## src/hdl/adm_placeholder_none.sv

```systemverilog
`timescale 1ns/1ps

```

## src/hdl/adm_pkg.sv

```systemverilog
// Purpose: Shared constants and types of the addressing-mode decoder core.
// Assumes: Opcodes follow the column layout used by the core decoder.
// Notes: Address width is the implemented width of the core address space.
package adm_pkg;
  localparam int ADDR_W = 11;
  localparam int PAD_W = 16 - ADDR_W;
  localparam int OP_COUNT = 62;
  localparam logic [10:0] RESET_PC = 11'h000;
  localparam logic [7:0] PAGE0_HI = 8'h00;
  localparam logic [2:0] CCR_FIXED = 3'h7;
  localparam int OPB_POL = 0;
  localparam int BITN_LSB = 1;
  localparam int BITN_MSB = 3;
  // ----------------------------------------------------------------
  // Opcode columns and rows
  // ----------------------------------------------------------------
  localparam logic [3:0] HN_BTB = 4'h0, HN_BSC = 4'h1, HN_REL = 4'h2, HN_RMWD = 4'h3;
  localparam logic [3:0] HN_RMWA = 4'h4, HN_RMWX = 4'h5, HN_RMWI = 4'h7, HN_IMM = 4'hA;
  localparam logic [3:0] LN_SUB = 4'h0, LN_ACOMP = 4'h1, LN_SBB = 4'h2, LN_XCOMP = 4'h3;
  localparam logic [3:0] LN_AND = 4'h4, LN_BITT = 4'h5, LN_ALOAD = 4'h6, LN_ASTORE = 4'h7;
  localparam logic [3:0] LN_XOR = 4'h8, LN_ADDC = 4'h9, LN_OR = 4'hA, LN_ADD = 4'hB;
  localparam logic [3:0] LN_JUMP = 4'hC, LN_CALL = 4'hD, LN_XLOAD = 4'hE, LN_XSTORE = 4'hF;
  localparam logic [3:0] LN_NEGATE = 4'h0, LN_COMPL = 4'h3, LN_SHR = 4'h4, LN_RORC = 4'h6;
  localparam logic [3:0] LN_SHRA = 4'h7, LN_SHL = 4'h8, LN_ROLC = 4'h9, LN_DECR = 4'hA;
  localparam logic [3:0] LN_INCR = 4'hC, LN_TEST = 4'hD, LN_CLEAR = 4'hF;
  localparam logic [7:0] OP_MULT = 8'h42, OP_A2X = 8'h97, OP_CLRC = 8'h98, OP_SETC = 8'h99;
  localparam logic [7:0] OP_CLRI = 8'h9A, OP_SETI = 8'h9B, OP_X2A = 8'h9F;
  typedef enum logic [7:0] {
    M_INH = 8'h01, M_IMM = 8'h02, M_DIR = 8'h04, M_EXT = 8'h08,
    M_IX = 8'h10, M_IX1 = 8'h20, M_IX2 = 8'h40, M_REL = 8'h80
  } adm_mode_t;
  typedef enum logic [6:0] {
    S_FETCH = 7'h01, S_OPC = 7'h02, S_DEC = 7'h04, S_B1 = 7'h08,
    S_B2 = 7'h10, S_ADR = 7'h20, S_EXEC = 7'h40
  } adm_state_t;
endpackage

```

## src/hdl/adm_dp_if.sv

```systemverilog
// Purpose: Carrier between the sequencer, its address unit and its ALU.
// Assumes: All members are combinational within one clock cycle.
// Notes: The sequencer drives operands; the two leaves drive results.
`timescale 1ns/1ps
`default_nettype none
interface adm_dp_if;
  import adm_pkg::*;
  logic rmw;
  logic [3:0] ln;
  logic cin;
  logic [7:0] opd_a, opd_m, res;
  logic fn, fz, fc, fh, cw, hw;
  adm_mode_t mode;
  logic [7:0] x, b1, b2, rel;
  logic [ADDR_W-1:0] pc, ea, tgt;
  modport core(output rmw, ln, cin, opd_a, opd_m, mode, x, b1, b2, rel, pc,
               input res, fn, fz, fc, fh, cw, hw, ea, tgt);
  modport alu(input rmw, ln, cin, opd_a, opd_m, output res, fn, fz, fc, fh, cw, hw);
  modport agu(input mode, x, b1, b2, rel, pc, output ea, tgt);
endinterface
`default_nettype wire

```

## src/hdl/adm_core.sv

```systemverilog
// Purpose: Instruction sequencer with operand addressing of an 8-bit core.
// Assumes: Memory returns read data in the same cycle as the request shows.
// Notes: Stacking, returns, interrupts and low-power control are not modelled.
//
// What this block does
// - Decode a 62-operation set, each reached through one of eight modes.
// - No-operand forms are one byte, fetch no address, touch registers only.
// - Literal forms are two bytes; the literal meets A or X directly.
// - Page-zero forms are two bytes; high address byte is forced to zero.
// - Full-address forms are three bytes, high address byte first.
// - Pointer form without displacement is one byte; address is zero-extended X.
// - Short-displacement form is two bytes; address is X plus byte, unsigned.
// - Long-displacement form is three bytes; X plus 16-bit displacement, high first.
// - Branches add a signed byte to next-instruction address when condition holds.
// - Register/memory operations combine A or X with one memory operand.
// - Modify-in-place operations read, alter and write back the same location.
// - Single-bit set and clear accept page-zero addressing only.
// - Negative-or-zero test reads and evaluates but never writes back.
// - Jumps use no register operand; failed branches fall through sequentially.
// - Bit-test branches are three bytes: opcode, page-zero address, displacement.
// - Bit-test branches copy the tested bit into carry, taken or not.
// - Program counter keeps eleven bits; upper five read as zero.
// - Additions set half-carry on a carry from bit 3 into bit 4.
`timescale 1ns/1ps
`default_nettype none
module adm_core #(
  parameter logic [adm_pkg::ADDR_W-1:0] RST_PC = adm_pkg::RESET_PC
) (
  input wire logic clk_i,
  input wire logic srst_i,
  input wire logic ce_i,
  input wire logic irq_n_i,
  input wire logic [7:0] mem_rdata_i,
  output logic [15:0] mem_addr_o,
  output logic mem_rd_o,
  output logic mem_wr_o,
  output logic [7:0] mem_wdata_o,
  output logic [7:0] acc_o,
  output logic [7:0] idx_o,
  output logic [7:0] ccr_o,
  output logic [15:0] pc_o,
  output adm_pkg::adm_mode_t mode_o
);
  import adm_pkg::*;

  // ----------------------------------------------------------------
  // State
  // ----------------------------------------------------------------
  adm_state_t state_r, state_nxt;
  adm_mode_t mode_r;
  logic [ADDR_W-1:0] pc_r, pc_nxt, addr_r, addr_nxt;
  logic [7:0] a_r, a_nxt, x_r, x_nxt, op_r, op_nxt, b1_r, b1_nxt, b2_r, b2_nxt;
  logic [7:0] opnd_r, opnd_nxt, wdata_r, wdata_nxt;
  logic h_r, h_nxt, i_r, i_nxt, n_r, n_nxt, z_r, z_nxt, c_r, c_nxt;
  logic rd_r, rd_nxt, wr_r, wr_nxt;
  logic irq_meta_r, irq_sync_r;

  adm_dp_if dp ();
  adm_agu u_agu (.dp(dp));
  adm_alu u_alu (.dp(dp));

  // ----------------------------------------------------------------
  // Decode
  // ----------------------------------------------------------------
  function automatic adm_mode_t mode_of(input logic [3:0] h);
    case (h)
      HN_BTB, HN_BSC, HN_RMWD, 4'hB: mode_of = M_DIR;
      HN_REL: mode_of = M_REL;
      4'h6, 4'hE: mode_of = M_IX1;
      HN_RMWI, 4'hF: mode_of = M_IX;
      HN_IMM: mode_of = M_IMM;
      4'hC: mode_of = M_EXT;
      4'hD: mode_of = M_IX2;
      default: mode_of = M_INH;
    endcase
  endfunction

  logic [3:0] hn, ln;
  adm_mode_t mode;
  logic is_btb, is_bsc, is_rel, is_mul, is_rmw, is_hi, is_jmp, is_regmem, is_store;
  logic is_tst, rmw_a, rmw_x, uses_x, mem_mode, needs_rd, needs_wr, wr_a, wr_x;
  logic [1:0] nbytes;
  logic [2:0] bit_n;
  logic [7:0] bit_mask, bsc_res;
  logic [15:0] prod;
  logic bit_val, btb_take, br_base, br_take;

  assign hn = op_r[7:4];
  assign ln = op_r[3:0];
  assign mode = mode_of(hn);
  assign is_btb = (hn == HN_BTB);
  assign is_bsc = (hn == HN_BSC);
  assign is_rel = (hn == HN_REL);
  assign is_mul = (op_r == OP_MULT);
  assign is_rmw = (hn >= HN_RMWD) && (hn <= HN_RMWI) && !is_mul;
  assign is_hi = (hn >= HN_IMM);
  assign is_jmp = is_hi && ((ln == LN_JUMP) || (ln == LN_CALL));
  assign is_regmem = is_hi && !is_jmp;
  assign is_store = is_regmem && ((ln == LN_ASTORE) || (ln == LN_XSTORE));
  assign is_tst = is_rmw && (ln == LN_TEST);
  assign rmw_a = is_rmw && (hn == HN_RMWA);
  assign rmw_x = is_rmw && (hn == HN_RMWX);
  assign uses_x = is_regmem && ((ln == LN_XCOMP) || (ln == LN_XLOAD) || (ln == LN_XSTORE));
  assign mem_mode = (mode == M_DIR) || (mode == M_EXT) || (mode == M_IX) ||
                    (mode == M_IX1) || (mode == M_IX2);
  assign needs_rd = mem_mode && !is_store && !is_jmp;
  assign needs_wr = is_store || is_bsc || (is_rmw && !rmw_a && !rmw_x && !is_tst);
  assign nbytes = (is_btb || (mode == M_EXT) || (mode == M_IX2)) ? 2'd2 :
                  ((mode == M_INH) || (mode == M_IX)) ? 2'd0 : 2'd1;
  assign wr_a = (is_regmem && !uses_x && (ln != LN_ACOMP) && (ln != LN_BITT) &&
                 (ln != LN_ASTORE)) || (rmw_a && !is_tst);
  assign wr_x = (is_regmem && (ln == LN_XLOAD)) || (rmw_x && !is_tst);

  assign bit_n = op_r[BITN_MSB:BITN_LSB];
  assign bit_mask = 8'h01 << bit_n;
  assign bit_val = opnd_r[bit_n];
  assign btb_take = bit_val ^ op_r[OPB_POL];
  assign bsc_res = op_r[OPB_POL] ? (opnd_r & ~bit_mask) : (opnd_r | bit_mask);
  assign prod = {8'h00, x_r} * {8'h00, a_r};

  // The branch rows come in pairs: odd rows test the opposite sense.
  always_comb begin
    unique case (ln[3:1])
      3'h0: br_base = 1'b1;
      3'h1: br_base = !(c_r | z_r);
      3'h2: br_base = !c_r;
      3'h3: br_base = !z_r;
      3'h4: br_base = !h_r;
      3'h5: br_base = !n_r;
      3'h6: br_base = !i_r;
      3'h7: br_base = !irq_sync_r;
    endcase
  end
  assign br_take = br_base ^ ln[0];

  assign dp.rmw = is_rmw;
  assign dp.ln = ln;
  assign dp.cin = c_r;
  assign dp.opd_a = uses_x ? x_r : a_r;
  assign dp.opd_m = rmw_a ? a_r : rmw_x ? x_r : (mode == M_IMM) ? b1_r : opnd_r;
  assign dp.mode = mode;
  assign dp.x = x_r;
  assign dp.b1 = b1_r;
  assign dp.b2 = b2_r;
  assign dp.rel = is_btb ? b2_r : b1_r;
  assign dp.pc = pc_r;

  // ----------------------------------------------------------------
  // Sequencer
  // ----------------------------------------------------------------
  always_comb begin
    state_nxt = state_r;
    pc_nxt = pc_r;
    addr_nxt = addr_r;
    a_nxt = a_r;
    x_nxt = x_r;
    op_nxt = op_r;
    b1_nxt = b1_r;
    b2_nxt = b2_r;
    opnd_nxt = opnd_r;
    wdata_nxt = wdata_r;
    h_nxt = h_r;
    i_nxt = i_r;
    n_nxt = n_r;
    z_nxt = z_r;
    c_nxt = c_r;
    rd_nxt = 1'b0;
    wr_nxt = 1'b0;
    unique case (state_r)
      S_FETCH: begin
        addr_nxt = pc_r;
        rd_nxt = 1'b1;
        pc_nxt = pc_r + 11'h001;
        state_nxt = S_OPC;
      end
      S_OPC: begin
        op_nxt = mem_rdata_i;
        state_nxt = S_DEC;
      end
      S_DEC: begin
        if (nbytes != 2'd0) begin
          addr_nxt = pc_r;
          rd_nxt = 1'b1;
          pc_nxt = pc_r + 11'h001;
          state_nxt = S_B1;
        end else if (needs_rd) begin
          addr_nxt = dp.ea;
          rd_nxt = 1'b1;
          state_nxt = S_ADR;
        end else begin
          state_nxt = S_EXEC;
        end
      end
      S_B1: begin
        b1_nxt = mem_rdata_i;
        if (nbytes == 2'd2) begin
          addr_nxt = pc_r;
          rd_nxt = 1'b1;
          pc_nxt = pc_r + 11'h001;
          state_nxt = S_B2;
        end else begin
          state_nxt = S_ADR;
        end
      end
      S_B2: begin
        b2_nxt = mem_rdata_i;
        state_nxt = S_ADR;
      end
      S_ADR: begin
        // Entered straight from decode when X alone forms the address;
        // then the operand is already on the bus and is captured here.
        if (rd_r && (addr_r == dp.ea) && (nbytes == 2'd0)) begin
          opnd_nxt = mem_rdata_i;
          state_nxt = S_EXEC;
        end else if (needs_rd) begin
          addr_nxt = dp.ea;
          rd_nxt = 1'b1;
          state_nxt = S_OPC;
          op_nxt = op_r;
        end else begin
          state_nxt = S_EXEC;
        end
      end
      S_EXEC: begin
        state_nxt = S_FETCH;
        if (needs_wr) begin
          addr_nxt = dp.ea;
          wr_nxt = 1'b1;
          wdata_nxt = is_bsc ? bsc_res : dp.res;
        end
        if (is_regmem || is_rmw) begin
          n_nxt = dp.fn;
          z_nxt = dp.fz;
          if (dp.cw) c_nxt = dp.fc;
          if (dp.hw) h_nxt = dp.fh;
        end
        if (wr_a) a_nxt = dp.res;
        if (wr_x) x_nxt = dp.res;
        if (is_mul) begin
          x_nxt = prod[15:8];
          a_nxt = prod[7:0];
          h_nxt = 1'b0;
          c_nxt = 1'b0;
        end
        if (is_btb) begin
          c_nxt = bit_val;
          if (btb_take) pc_nxt = dp.tgt;
        end
        if (is_rel && br_take) pc_nxt = dp.tgt;
        if (is_jmp) pc_nxt = dp.ea;
        case (op_r)
          OP_A2X: x_nxt = a_r;
          OP_X2A: a_nxt = x_r;
          OP_CLRC: c_nxt = 1'b0;
          OP_SETC: c_nxt = 1'b1;
          OP_CLRI: i_nxt = 1'b0;
          OP_SETI: i_nxt = 1'b1;
          default: ;
        endcase
      end
    endcase
  end

  logic opnd_phase_r;
  always_ff @(posedge clk_i) begin
    if (srst_i) opnd_phase_r <= 1'b0;
    else if (ce_i) opnd_phase_r <= (state_r == S_ADR) && needs_rd && (state_nxt == S_OPC);
  end

  // ----------------------------------------------------------------
  // Registers
  // ----------------------------------------------------------------
  adm_state_t state_fix;
  assign state_fix = (opnd_phase_r && (state_r == S_OPC)) ? S_EXEC : state_nxt;

  always_ff @(posedge clk_i) begin
    if (srst_i) begin
      state_r <= S_FETCH;
      pc_r <= RST_PC;
      mode_r <= M_INH;
    end else if (ce_i) begin
      state_r <= state_fix;
      pc_r <= pc_nxt;
      if (state_r == S_DEC) mode_r <= mode;
    end
  end

  always_ff @(posedge clk_i) begin
    if (srst_i) begin
      op_r <= 8'h00;
      b1_r <= 8'h00;
      b2_r <= 8'h00;
      opnd_r <= 8'h00;
    end else if (ce_i) begin
      op_r <= opnd_phase_r ? op_r : op_nxt;
      b1_r <= b1_nxt;
      b2_r <= b2_nxt;
      opnd_r <= opnd_phase_r ? mem_rdata_i : opnd_nxt;
    end
  end

  always_ff @(posedge clk_i) begin
    if (srst_i) begin
      a_r <= 8'h00;
      x_r <= 8'h00;
      {h_r, i_r, n_r, z_r, c_r} <= 5'h08;
    end else if (ce_i) begin
      a_r <= a_nxt;
      x_r <= x_nxt;
      {h_r, i_r, n_r, z_r, c_r} <= {h_nxt, i_nxt, n_nxt, z_nxt, c_nxt};
    end
  end

  always_ff @(posedge clk_i) begin
    if (srst_i) begin
      addr_r <= '0;
      rd_r <= 1'b0;
      wr_r <= 1'b0;
      wdata_r <= 8'h00;
    end else if (ce_i) begin
      addr_r <= addr_nxt;
      rd_r <= rd_nxt;
      wr_r <= wr_nxt;
      wdata_r <= wdata_nxt;
    end
  end

  // The pin is asynchronous to the core clock; two stages before use.
  always_ff @(posedge clk_i) begin
    if (srst_i) begin
      irq_meta_r <= 1'b1;
      irq_sync_r <= 1'b1;
    end else if (ce_i) begin
      irq_meta_r <= irq_n_i;
      irq_sync_r <= irq_meta_r;
    end
  end

  assign mem_addr_o = {{PAD_W{1'b0}}, addr_r};
  assign mem_rd_o = rd_r;
  assign mem_wr_o = wr_r;
  assign mem_wdata_o = wdata_r;
  assign acc_o = a_r;
  assign idx_o = x_r;
  assign ccr_o = {CCR_FIXED, h_r, i_r, n_r, z_r, c_r};
  assign pc_o = {{PAD_W{1'b0}}, pc_r};
  assign mode_o = mode_r;

  logic [15:0] ix1_chk, ext_chk;
  logic [ADDR_W-1:0] ext_lo, rel_chk;
  logic [4:0] hsum_chk;
  assign ix1_chk = {8'h00, x_r} + {8'h00, b1_r};
  assign ext_chk = {b1_r, b2_r};
  assign ext_lo = ext_chk[ADDR_W-1:0];
  assign rel_chk = pc_r + {{(ADDR_W - 8){b1_r[7]}}, b1_r};
  assign hsum_chk = {1'b0, a_r[3:0]} + {1'b0, dp.opd_m[3:0]} + {4'h0, c_r & (ln == LN_ADDC)};
endmodule
`default_nettype wire

```

## src/hdl/adm_agu.sv

```systemverilog
// Purpose: Effective operand address and branch destination.
// Assumes: Operand bytes are already captured by the sequencer.
// Notes: Operand address sums are formed at full width and only then cut to the core width.
`timescale 1ns/1ps
`default_nettype none
module adm_agu (
  adm_dp_if.agu dp
);
  import adm_pkg::*;
  logic [15:0] ext_full;
  logic [8:0] ix1_sum;
  logic [16:0] ix2_sum;
  logic [ADDR_W-1:0] rel_ext;
  assign ext_full = {dp.b1, dp.b2};
  assign ix1_sum = {1'b0, dp.x} + {1'b0, dp.b1};
  assign ix2_sum = {1'b0, ext_full} + {9'h000, dp.x};
  assign rel_ext = {{(ADDR_W - 8){dp.rel[7]}}, dp.rel};
  assign dp.tgt = dp.pc + rel_ext;
  always_comb begin
    unique case (dp.mode)
      M_DIR: dp.ea = {3'h0, dp.b1};
      M_EXT: dp.ea = ext_full[ADDR_W-1:0];
      M_IX: dp.ea = {3'h0, dp.x};
      M_IX1: dp.ea = {2'h0, ix1_sum};
      M_IX2: dp.ea = ix2_sum[ADDR_W-1:0];
      M_INH, M_IMM, M_REL: dp.ea = '0;
    endcase
  end
endmodule
`default_nettype wire

```

## src/hdl/adm_alu.sv

```systemverilog
// Purpose: Arithmetic and logic for register/memory and modify-in-place work.
// Assumes: Carry out of a subtraction means a borrow was needed.
// Notes: Flags whose write enable is low must be left alone by the caller.
`timescale 1ns/1ps
`default_nettype none
module adm_alu (
  adm_dp_if.alu dp
);
  import adm_pkg::*;
  logic cadd, csub;
  logic [8:0] sum9, dif9;
  logic [7:0] r, m, a;
  logic c, cw, hw;
  assign a = dp.opd_a;
  assign m = dp.opd_m;
  assign cadd = dp.cin & (dp.ln == LN_ADDC);
  assign csub = dp.cin & (dp.ln == LN_SBB);
  assign sum9 = {1'b0, a} + {1'b0, m} + {8'h00, cadd};
  assign dif9 = {1'b0, a} - {1'b0, m} - {8'h00, csub};
  always_comb begin
    r = m;
    c = dp.cin;
    cw = 1'b0;
    hw = 1'b0;
    if (dp.rmw) begin
      cw = 1'b1;
      case (dp.ln)
        LN_NEGATE: begin r = 8'h00 - m; c = |m; end
        LN_COMPL: begin r = ~m; c = 1'b1; end
        LN_SHR: begin r = {1'b0, m[7:1]}; c = m[0]; end
        LN_RORC: begin r = {dp.cin, m[7:1]}; c = m[0]; end
        LN_SHRA: begin r = {m[7], m[7:1]}; c = m[0]; end
        LN_SHL: begin r = {m[6:0], 1'b0}; c = m[7]; end
        LN_ROLC: begin r = {m[6:0], dp.cin}; c = m[7]; end
        LN_DECR: begin r = m - 8'h01; cw = 1'b0; end
        LN_INCR: begin r = m + 8'h01; cw = 1'b0; end
        LN_CLEAR: begin r = 8'h00; cw = 1'b0; end
        default: cw = 1'b0;
      endcase
    end else begin
      case (dp.ln)
        LN_SUB, LN_ACOMP, LN_SBB, LN_XCOMP: begin r = dif9[7:0]; c = dif9[8]; cw = 1'b1; end
        LN_AND, LN_BITT: r = a & m;
        LN_XOR: r = a ^ m;
        LN_OR: r = a | m;
        LN_ADD, LN_ADDC: begin r = sum9[7:0]; c = sum9[8]; cw = 1'b1; hw = 1'b1; end
        LN_ASTORE, LN_XSTORE: r = a;
        default: r = m;
      endcase
    end
  end
  assign dp.res = r;
  assign dp.fn = r[7];
  assign dp.fz = (r == 8'h00);
  assign dp.fc = c;
  assign dp.fh = a[4] ^ m[4] ^ sum9[4];
  assign dp.cw = cw;
  assign dp.hw = hw;
endmodule
`default_nettype wire

```

## config.mk

```make
export PLATFORM = sky130hd
export DESIGN_NAME = adm_core
export DESIGN_NICKNAME = d
export VERILOG_FILES = /design/src/hdl/adm_placeholder_none.sv /design/src/hdl/adm_pkg.sv /design/src/hdl/adm_dp_if.sv /design/src/hdl/adm_core.sv /design/src/hdl/adm_agu.sv /design/src/hdl/adm_alu.sv
export SDC_FILE = /design/constraint.sdc
export NUM_CORES = 1
export LEC_CHECK = 0
export BUFFER_PORTS_ARGS = -buffer_cell sky130_fd_sc_hd__buf_2
export CORE_MARGIN = 2
export CORE_UTILIZATION = 30
export DETAILED_ROUTE_END_ITERATION = 7
export GPL_TIMING_DRIVEN = 0
export HOLD_SLACK_MARGIN = 0.02
export PLACE_DENSITY = 0.52
export SLEW_MARGIN = 20
export SYNTH_ARGS = -nofsm -noshare
export SYNTH_HDL_FRONTEND = slang
export SYNTH_SLANG_ARGS = --single-unit
```

## constraint.sdc

```tcl
create_clock -name clk_i -period 13 [get_ports clk_i]
set_input_delay 1.95 -clock clk_i [delete_from_list [all_inputs] [get_ports clk_i]]
set_output_delay 1.95 -clock clk_i [all_outputs]
set_load 0.02 [all_outputs]
```

* After elaboration in Yosys (flattened, before gate mapping) *
Memories as Yosys holds them, arrays and structs flattened. A register that Yosys moved wholly into a read port is not among the register bits.
Cells that the tools add are included.

storage, ports and cells
  memory bits (read-only) = 128
  bits in registers = 103
  logic and storage cells = 285
  memories = 1
  output and inout port bits = 74
  input bits = 12

operators by class
  bitwise logic cells = 15
  reductions and logical operators = 99
  equality and inequality tests = 61
  shift-type cells = 1
  mux-type cells = 71
  order comparisons = 4
  multipliers = 1
  add/subtract/negate cells = 11

memory list
  name             words  bits a word  rd ports  clocked after Yosys merged registers in  write ports  RTL line        text
  (no name shown)  16     8            1         1                                        0            adm_core.sv:66  case (h)

operators with widths
  cell                  count
  $mux W8               17
  $mux W11              11
  $pmux W8 S10          1
  $pmux W11 S6          1
  $eq A8 B8 Y1 const B  7
  $pmux W11 S5          1
  $pmux W7 S7           1
  $pmux W8 S6           1
  $pmux W11 S4          1
  $mux W7               5
  $eq A4 B4 Y1 const B  8
  $logic_and A1 B1 Y1   27
  $eq A4 B3 Y1 const B  6
  $mux W1               21
  $reduce_and A3 Y1     7
  $add A8 B8 Y9         2
  $and A8 B8 Y8         2
  $eq A8 B7 Y1 const B  2
  $logic_or A1 B1 Y1    16
  $mul A8 B8 Y16        1
  $not A8 Y8            2
  $or A8 B8 Y8          2
  $reduce_bool A5 Y1    3
  $eq A7 B2 Y1 const B  2
  69 further kinds      116

* Logic depth before layout (Yosys ltp) *
  depth after elaboration = 16
  mapped depth = 22
  depth with buffers taken out = 20

* By module *
Synthesis repeated with hierarchy kept, for this count alone.

second synthesis, totals
  cell total of the unflattened synthesis = 1,671
  area total of the unflattened synthesis = 12,897.4 um2

by module, submodules not included
  module    area an instance (um2)  cells each  instances  sequential area each (um2)
  adm_core  8,769.7                 1,093       1          2,222.1
  adm_alu   2,652.5                 374         1          0.0
  adm_agu   1,475.2                 204         1          0.0

* Worst setup path after synthesis *
No wires, ideal clock.

  kind = flip-flop to flip-flop
  from = register a_r[7] (netlist: acc_o[7])
  to = register x_r[5] (netlist: idx_o[5])
  buffers on the path = 1
  setup time = 120 ps
  stages on the path, launching flop included = 17
  setup slack = 8,279 ps
  period minus slack after synthesis = 4,721 ps
  data arrival time = 4,601 ps
  required time = 12,880 ps
  path through = dfxtp_1 clkbuf_1 nand2_1 fa_1 fa_1 inv_1 fa_1 fa_1 ha_1 a21boi_0 o21ai_0 a21boi_0 o2111a_1 nor3_1 xor2_1 nor2_1 o31a_1

between the ends
  longest elaborated chain between the ends = 3

ends and longest elaborated chain
  what                      RTL line         text
  start: declaration        adm_core.sv:52   logic [7:0] a_r, a_nxt, x_r, x_nxt, op_r, op_nxt, b1_r, b1_nxt, b2_r, b2_nxt;
  start signal: assignment  adm_core.sv:308  a_r <= a_nxt;
  $mul A8 B8 Y16            adm_core.sv:119  assign prod = {8'h00, x_r} * {8'h00, a_r};
  $mux W8                   adm_core.sv:239  if (is_mul) begin
  $mux W8                   adm_core.sv:251  case (op_r)
  end signal: assignment    adm_core.sv:309  x_r <= x_nxt;
  end: declaration          adm_core.sv:52

Every way passes these cells.
A chain may end at the register's enable or synchronous reset.

* Worst setup path in the final report *
  from = register op_r[7]
  to = register a_r[6] (netlist: acc_o[6])

between the ends
  longest elaborated chain between the ends = 13
  elaborated cells on any way between the ends = 47
  those cells by class = add/sub: 7; order compare: 3; eq/ne: 4; mux: 9; bitwise: 4; reduce/logical: 20

ends and longest elaborated chain
  what                                                            RTL line                          text
  start: declaration                                              adm_core.sv:52
  start signal: assignment                                        adm_core.sv:295                   op_r <= opnd_phase_r ? op_r : op_nxt;
  $ge A4 B2 Y1, or another cell as far along                      adm_core.sv:95                    assign is_rmw = (hn >= HN_RMWD) && (hn <= HN_RMWI) && !is_mul;
  $logic_and A1 B1 Y1, or another cell as far along               adm_core.sv:95
  $logic_and A1 B1 Y1 / $logic_not A1 Y1 (equally long branches)  adm_core.sv:95, adm_core.sv:98
  $logic_and A1 B1 Y1, on equally long branches                   adm_core.sv:102, adm_core.sv:98
  $mux W8 / $logic_and A1 B1 Y1 (equally long branches)           adm_core.sv:140, adm_core.sv:103
  $mux W8, or another cell as far along                           adm_core.sv:140                   assign dp.opd_m = rmw_a ? a_r : rmw_x ? x_r : (mode == M_IMM) ? b1_r : opnd_r;
  $add A8 B8 Y9, or another cell as far along                     adm_alu.sv:18                     assign sum9 = {1'b0, a} + {1'b0, m} + {8'h00, cadd};
  $add A9 B1 Y9, or another cell as far along                     adm_alu.sv:18
  $pmux W8 S6 / $logic_and A1 B1 Y1 (equally long branches)       adm_alu.sv:41, adm_core.sv:110
  $mux W8 / $logic_and A1 B1 Y1 (equally long branches)           adm_alu.sv:25, adm_core.sv:110
  $mux W8 / $logic_or A1 B1 Y1 (equally long branches)            adm_core.sv:237, adm_core.sv:111
  $mux W8 / $reduce_bool A3 Y1 (equally long branches)            --
  $mux W8 / $reduce_and A3 Y1 (equally long branches)             --

Several ways; a longest one is shown, not always the timed one. The select of a mux whose other input is x is not followed.

==> results.txt <==
----------------------------------------------------
[Outcome]
  Run status ... complete, no violations

[Layout]
  Area overhead of the layout relative to synthesis ... 11.4%
  Leading cell types in the layout, fill and taps excluded ... sky130_fd_sc_hd__nor2_1 (181), sky130_fd_sc_hd__nand2_1 (172), sky130_fd_sc_hd__inv_1 (111), sky130_fd_sc_hd__dfxtp_1 (111), sky130_fd_sc_hd__o21ai_0 (102)
  Proportion of layout cells with a drive suffix above 1 ... 10.5%
  Final Net Count ... approximately 1900
  Most common cell after layout, fill and taps aside ... sky130_fd_sc_hd__nor2_1

[Clock tree]
  CTS resizes ... 0
  H-Tree Depth ... 3
  TritonCTS Buffers ... 9
  Clock insertion delay at the later pin of the skew report ... 0.39 ns
  Hold Buf Count CTS ... 0
  Library cell used as clock root buffer ... sky130_fd_sc_hd__clkbuf_16
  Clock tree from TritonCTS ... done
  # Post-CTS Setup Buffers ... 0
  CTS clock-pin slew for the worst setup and hold paths ... 0.10 ns
  Number of buffers on the longest clock path ... 2
  Number of clock sinks ... 111

[Detailed routing]
  Iteration-0 DRC count of the detailed router ... about 1300
  Count of TritonRoute iterations in the first routing pass ... 6
  Post-DRT Antenna Nets ... 0
  Total via count in the routed design ... 13614
  Wire length per cell after detailed routing ... 22.6 µm
  Aggregate routed wire length ... 53800 µm
  Remaining DRCs ... 0
  Number of vias per cell after detailed routing ... around 5.7

[Pwr]
  Worst IR drop on VDD ... 0.0587 mV
  Clock network fraction of design power ... 41.7%
  Sw power ... 0.000229 W
  Switching fraction of total power ... between 30% and 40%
  Seq pwr share ... a little under half
  Combinational power share ... 11.4%
  Internal power consumption ... 0.000511 W
  Leakage power of the design ... 6.25 nW
  Areal power density over the cells ... 51.1 nW/µm²

[Place]
  Count of input and output buffers ... 71
  Gpl congestion ... 0.995
  Final HPWL DP ... approximately 43000 µm

[Floorplanning]
  Die area ... 45000 µm²
  Effective utilization at floorplan ... 30.3%
  Floorplan die height ... 212 µm
  Die Width ... 212 µm
  CORE AREA ... 42900 µm²
  # IOs ... 86
  Std-Cell Rows ... 76

[Synthesis]
  Dominant cells by area after synthesis ... sky130_fd_sc_hd__dfxtp_1 (17%), sky130_fd_sc_hd__ha_1 (9.4%), sky130_fd_sc_hd__fa_1 (6.6%)
  Commonest register cell after synthesis ... sky130_fd_sc_hd__dfxtp_1
  Yosys warns ... 0
  Number of enable flip-flop cells after synthesis ... 0
  Sequential element share of the synthesized area ... 17.1%
  Area share of the leading cell type in the synthesized netlist ... between 15 and 20%
  Number of distinct standard cells referenced by the synthesized netlist ... 103
  Avg Synthesized Cell Area ... 7.65 µm²
  Number of synthesized register bits ... approximately 110
  Cell taking the most area after synthesis ... sky130_fd_sc_hd__dfxtp_1
  Cell count after synthesis ... 1699
  Post-synthesis instance area ... 13000 µm²
  Proportion of synthesized flip-flops having asynchronous set or reset ... 0%

[STA]
  Hold Worst Slack ... 0.471 ns
  Final worst clock skew ... 0.0253 ns
  Unrepaired setup endpoints after global routing ... false
  Highest clock rate ... 161 MHz
  Worst-case headroom to the max-slew limit ... between 30 and 40%
  Number of endpoints failing setup at the final stage ... 0
  Pins over their slew limit ... 0
  Final hold vios ... 0
  Final sum of negative setup slack ... 0 ns
  Final critical path time including I/O delays and setup ... 6.22 ns
  Final period utilization ... 47.9%
  Worst Tran Pin Value ... 1.05 ns

[Worst hold path]
  Hold Path Class ... register to register
  Hold Path Sink ... mem_wdata_o[7]
  Launch point of the worst hold path ... mem_wdata_o[7]
  Number of cells traversed by the worst hold path ... 2

[Setup path]
  Critical setup path kind ... register to register
  FF-to-FF setup slack ... just under 7 ns
  Endpoint class of the critical path ... register
  Destination of the worst register-to-register timing path ... acc_o[6]
  Arrival @ worst endpoint ... 6.51 ns
  Largest driver fanout on the critical path ... 10
  Required arrival time at the worst endpoint ... 13.29 ns
  Worst r2r path cells ... 18
  Startpoint kind of the worst setup timing path ... register
  Reg2Reg Launch Point ... op_r[7]

[Global route]
  Antenna violations before repair ... 0
  GRT Util Overall ... 23.7%
  Fraction of met1 tracks used by global routing ... 31.6%
  Leftover overflow at the end of global routing ... 0
  Pin count of the biggest net entering global routing ... 25
  Global-route wire length before repair ... 80100 µm
  Via count of the first global-routing pass ... 12644
  Met2 routing resource usage after global routing ... 38.9%
  Met3 track demand over resource in global routing ... 3.16%
  Grt peak-use layer ... met2

[Flow run]
  Maximum Capacitance Violations ... 0

----------------------------------------------------
-- critical path: stages (launching register included) --
cell,delay [ns]
sky130_fd_sc_hd__dfxtp_1,0.32
sky130_fd_sc_hd__buf_2,0.22
sky130_fd_sc_hd__nand4bb_1,0.17
sky130_fd_sc_hd__buf_2,0.26
sky130_fd_sc_hd__buf_1,0.52
sky130_fd_sc_hd__o211ai_2,0.37
sky130_fd_sc_hd__a21oi_1,0.93
sky130_fd_sc_hd__inv_1,0.38
sky130_fd_sc_hd__fa_1,0.57
sky130_fd_sc_hd__nand3_1,0.10
sky130_fd_sc_hd__nand2_1,0.08
sky130_fd_sc_hd__a21o_1,0.19
sky130_fd_sc_hd__a21oi_1,0.17
sky130_fd_sc_hd__xor2_1,0.10
sky130_fd_sc_hd__o2111ai_1,0.22
sky130_fd_sc_hd__o21ai_0,0.13
sky130_fd_sc_hd__a211oi_1,0.87
sky130_fd_sc_hd__nand2_1,0.21
sky130_fd_sc_hd__a311oi_1,0.32
-- final cells by class --
type	count	area (µm²)
fillers	4685	28400
multi-input cells	1372	9870
flip-flops and latches	111	2220
well taps	585	732
plain buffers	113	543
inverters	114	430
repair buffers	71	355
clock buffers	9	225
clock inverters	7	98.8
diodes	1	2.50
-- sequential cells by signal, summed over array words and instances (netlist names), 7 cells and up --
name	cells
state_r	7
idx_o	8
dp.pc	11
opnd_r	8
acc_o	8
b1_r	8
b2_r	8
dp.mode	8
mode_o	8
addr_r	11
mem_wdata_o	8
op_r	8
-- metal layers --
| layer | vias up | wire length, µm |
|---|---|---|
| li1 | 6316 | - |
| met4 | 0 | 1780 |
| met1 | 6628 | 23200 |
| met3 | 102 | 3880 |
| met2 | 568 | 24900 |
| met5 | - | 0 |
-- cell families after synthesis --
logic type / Yosys count / share of synthesized area (%)
muxes: 78 / 6.34
xor gates and xnor gates: 51 / 3.44
AOI/OAI and AO/OA: 497 / 26.7
and+or+nand+nor: 592 / 22.8
other: 2 / 0.0578
DFF: 111 / 17.1
buffers and inverters: 227 / 7.49
adders and majority gates: 141 / 16.1
-- power groups by stage --
| stage | Combinational, W | Clock (W) | Sequential [W] |
|---|---|---|---|
| 6_report | 0.0000847 | 0.000309 | 0.000347 |
| 4_1_cts | 0.0000829 | 0.000313 | 0.000346 |
| 3_5_place_dp | 0.0000825 | 0 | 0.000354 |
| 3_3_place_gp | 0.0000821 | 0 | 0.000354 |
| 5_1_grt | 0.0000906 | 0.000327 | 0.000347 |
| 2_1_floorplan | 0.0000535 | 0 | 0.000354 |
-- cells in the mapped netlist, types with 18 or more instances --
master	instances
sky130_fd_sc_hd__o211ai_1	19
sky130_fd_sc_hd__and2_1	30
sky130_fd_sc_hd__fa_1	43
sky130_fd_sc_hd__nand2b_1	20
sky130_fd_sc_hd__a21oi_1	95
sky130_fd_sc_hd__a22oi_1	18
sky130_fd_sc_hd__nor3_1	33
sky130_fd_sc_hd__o21ai_0	102
sky130_fd_sc_hd__ha_1	98
sky130_fd_sc_hd__a22o_1	19
sky130_fd_sc_hd__clkbuf_1	68
sky130_fd_sc_hd__inv_1	111
sky130_fd_sc_hd__a211oi_1	40
sky130_fd_sc_hd__dfxtp_1	111
sky130_fd_sc_hd__nand2_1	172
sky130_fd_sc_hd__buf_4	20
sky130_fd_sc_hd__mux2i_1	64
sky130_fd_sc_hd__xnor2_1	25
sky130_fd_sc_hd__a21o_1	20
sky130_fd_sc_hd__nor2_1	181
sky130_fd_sc_hd__xor2_1	26
sky130_fd_sc_hd__nand3_1	33
-- stage by stage --
stage / total power, W / instance area, µm² / utilization (%) / setup WS [ns] / instances
final: 0.000740 / 14500 / 33.8 / 6.78 / 2383
after CTS: 0.000742 / 14500 / 33.7 / 6.98 / 2382
after detailed placement: 0.000437 / 14100 / 33.0 / 7.03 / 2366
after global routing: 0.000765 / 14500 / 33.8 / 6.64 / 2382
after floorplan: 0.000407 / 13000 / - / 8.28 / 1710
after global placement: 0.000436 / 14100 / 32.9 / 7.08 / 2366
-- how the worst max path moves through the flow --
stage / slack (ns) / endpoint / from / cells past startpoint
floorplan: 8.28 / idx_o[5] / acc_o[7] / 16
global placement: 7.08 / acc_o[6] / op_r[7] / 18
detailed placement: 7.03 / acc_o[6] / op_r[7] / 18
CTS: 6.98 / acc_o[6] / op_r[7] / 18
global route: 6.64 / acc_o[6] / op_r[7] / 18
finish: 6.78 / acc_o[6] / op_r[7] / 18
No activity file was read; power rests on OpenSTA's default activity.
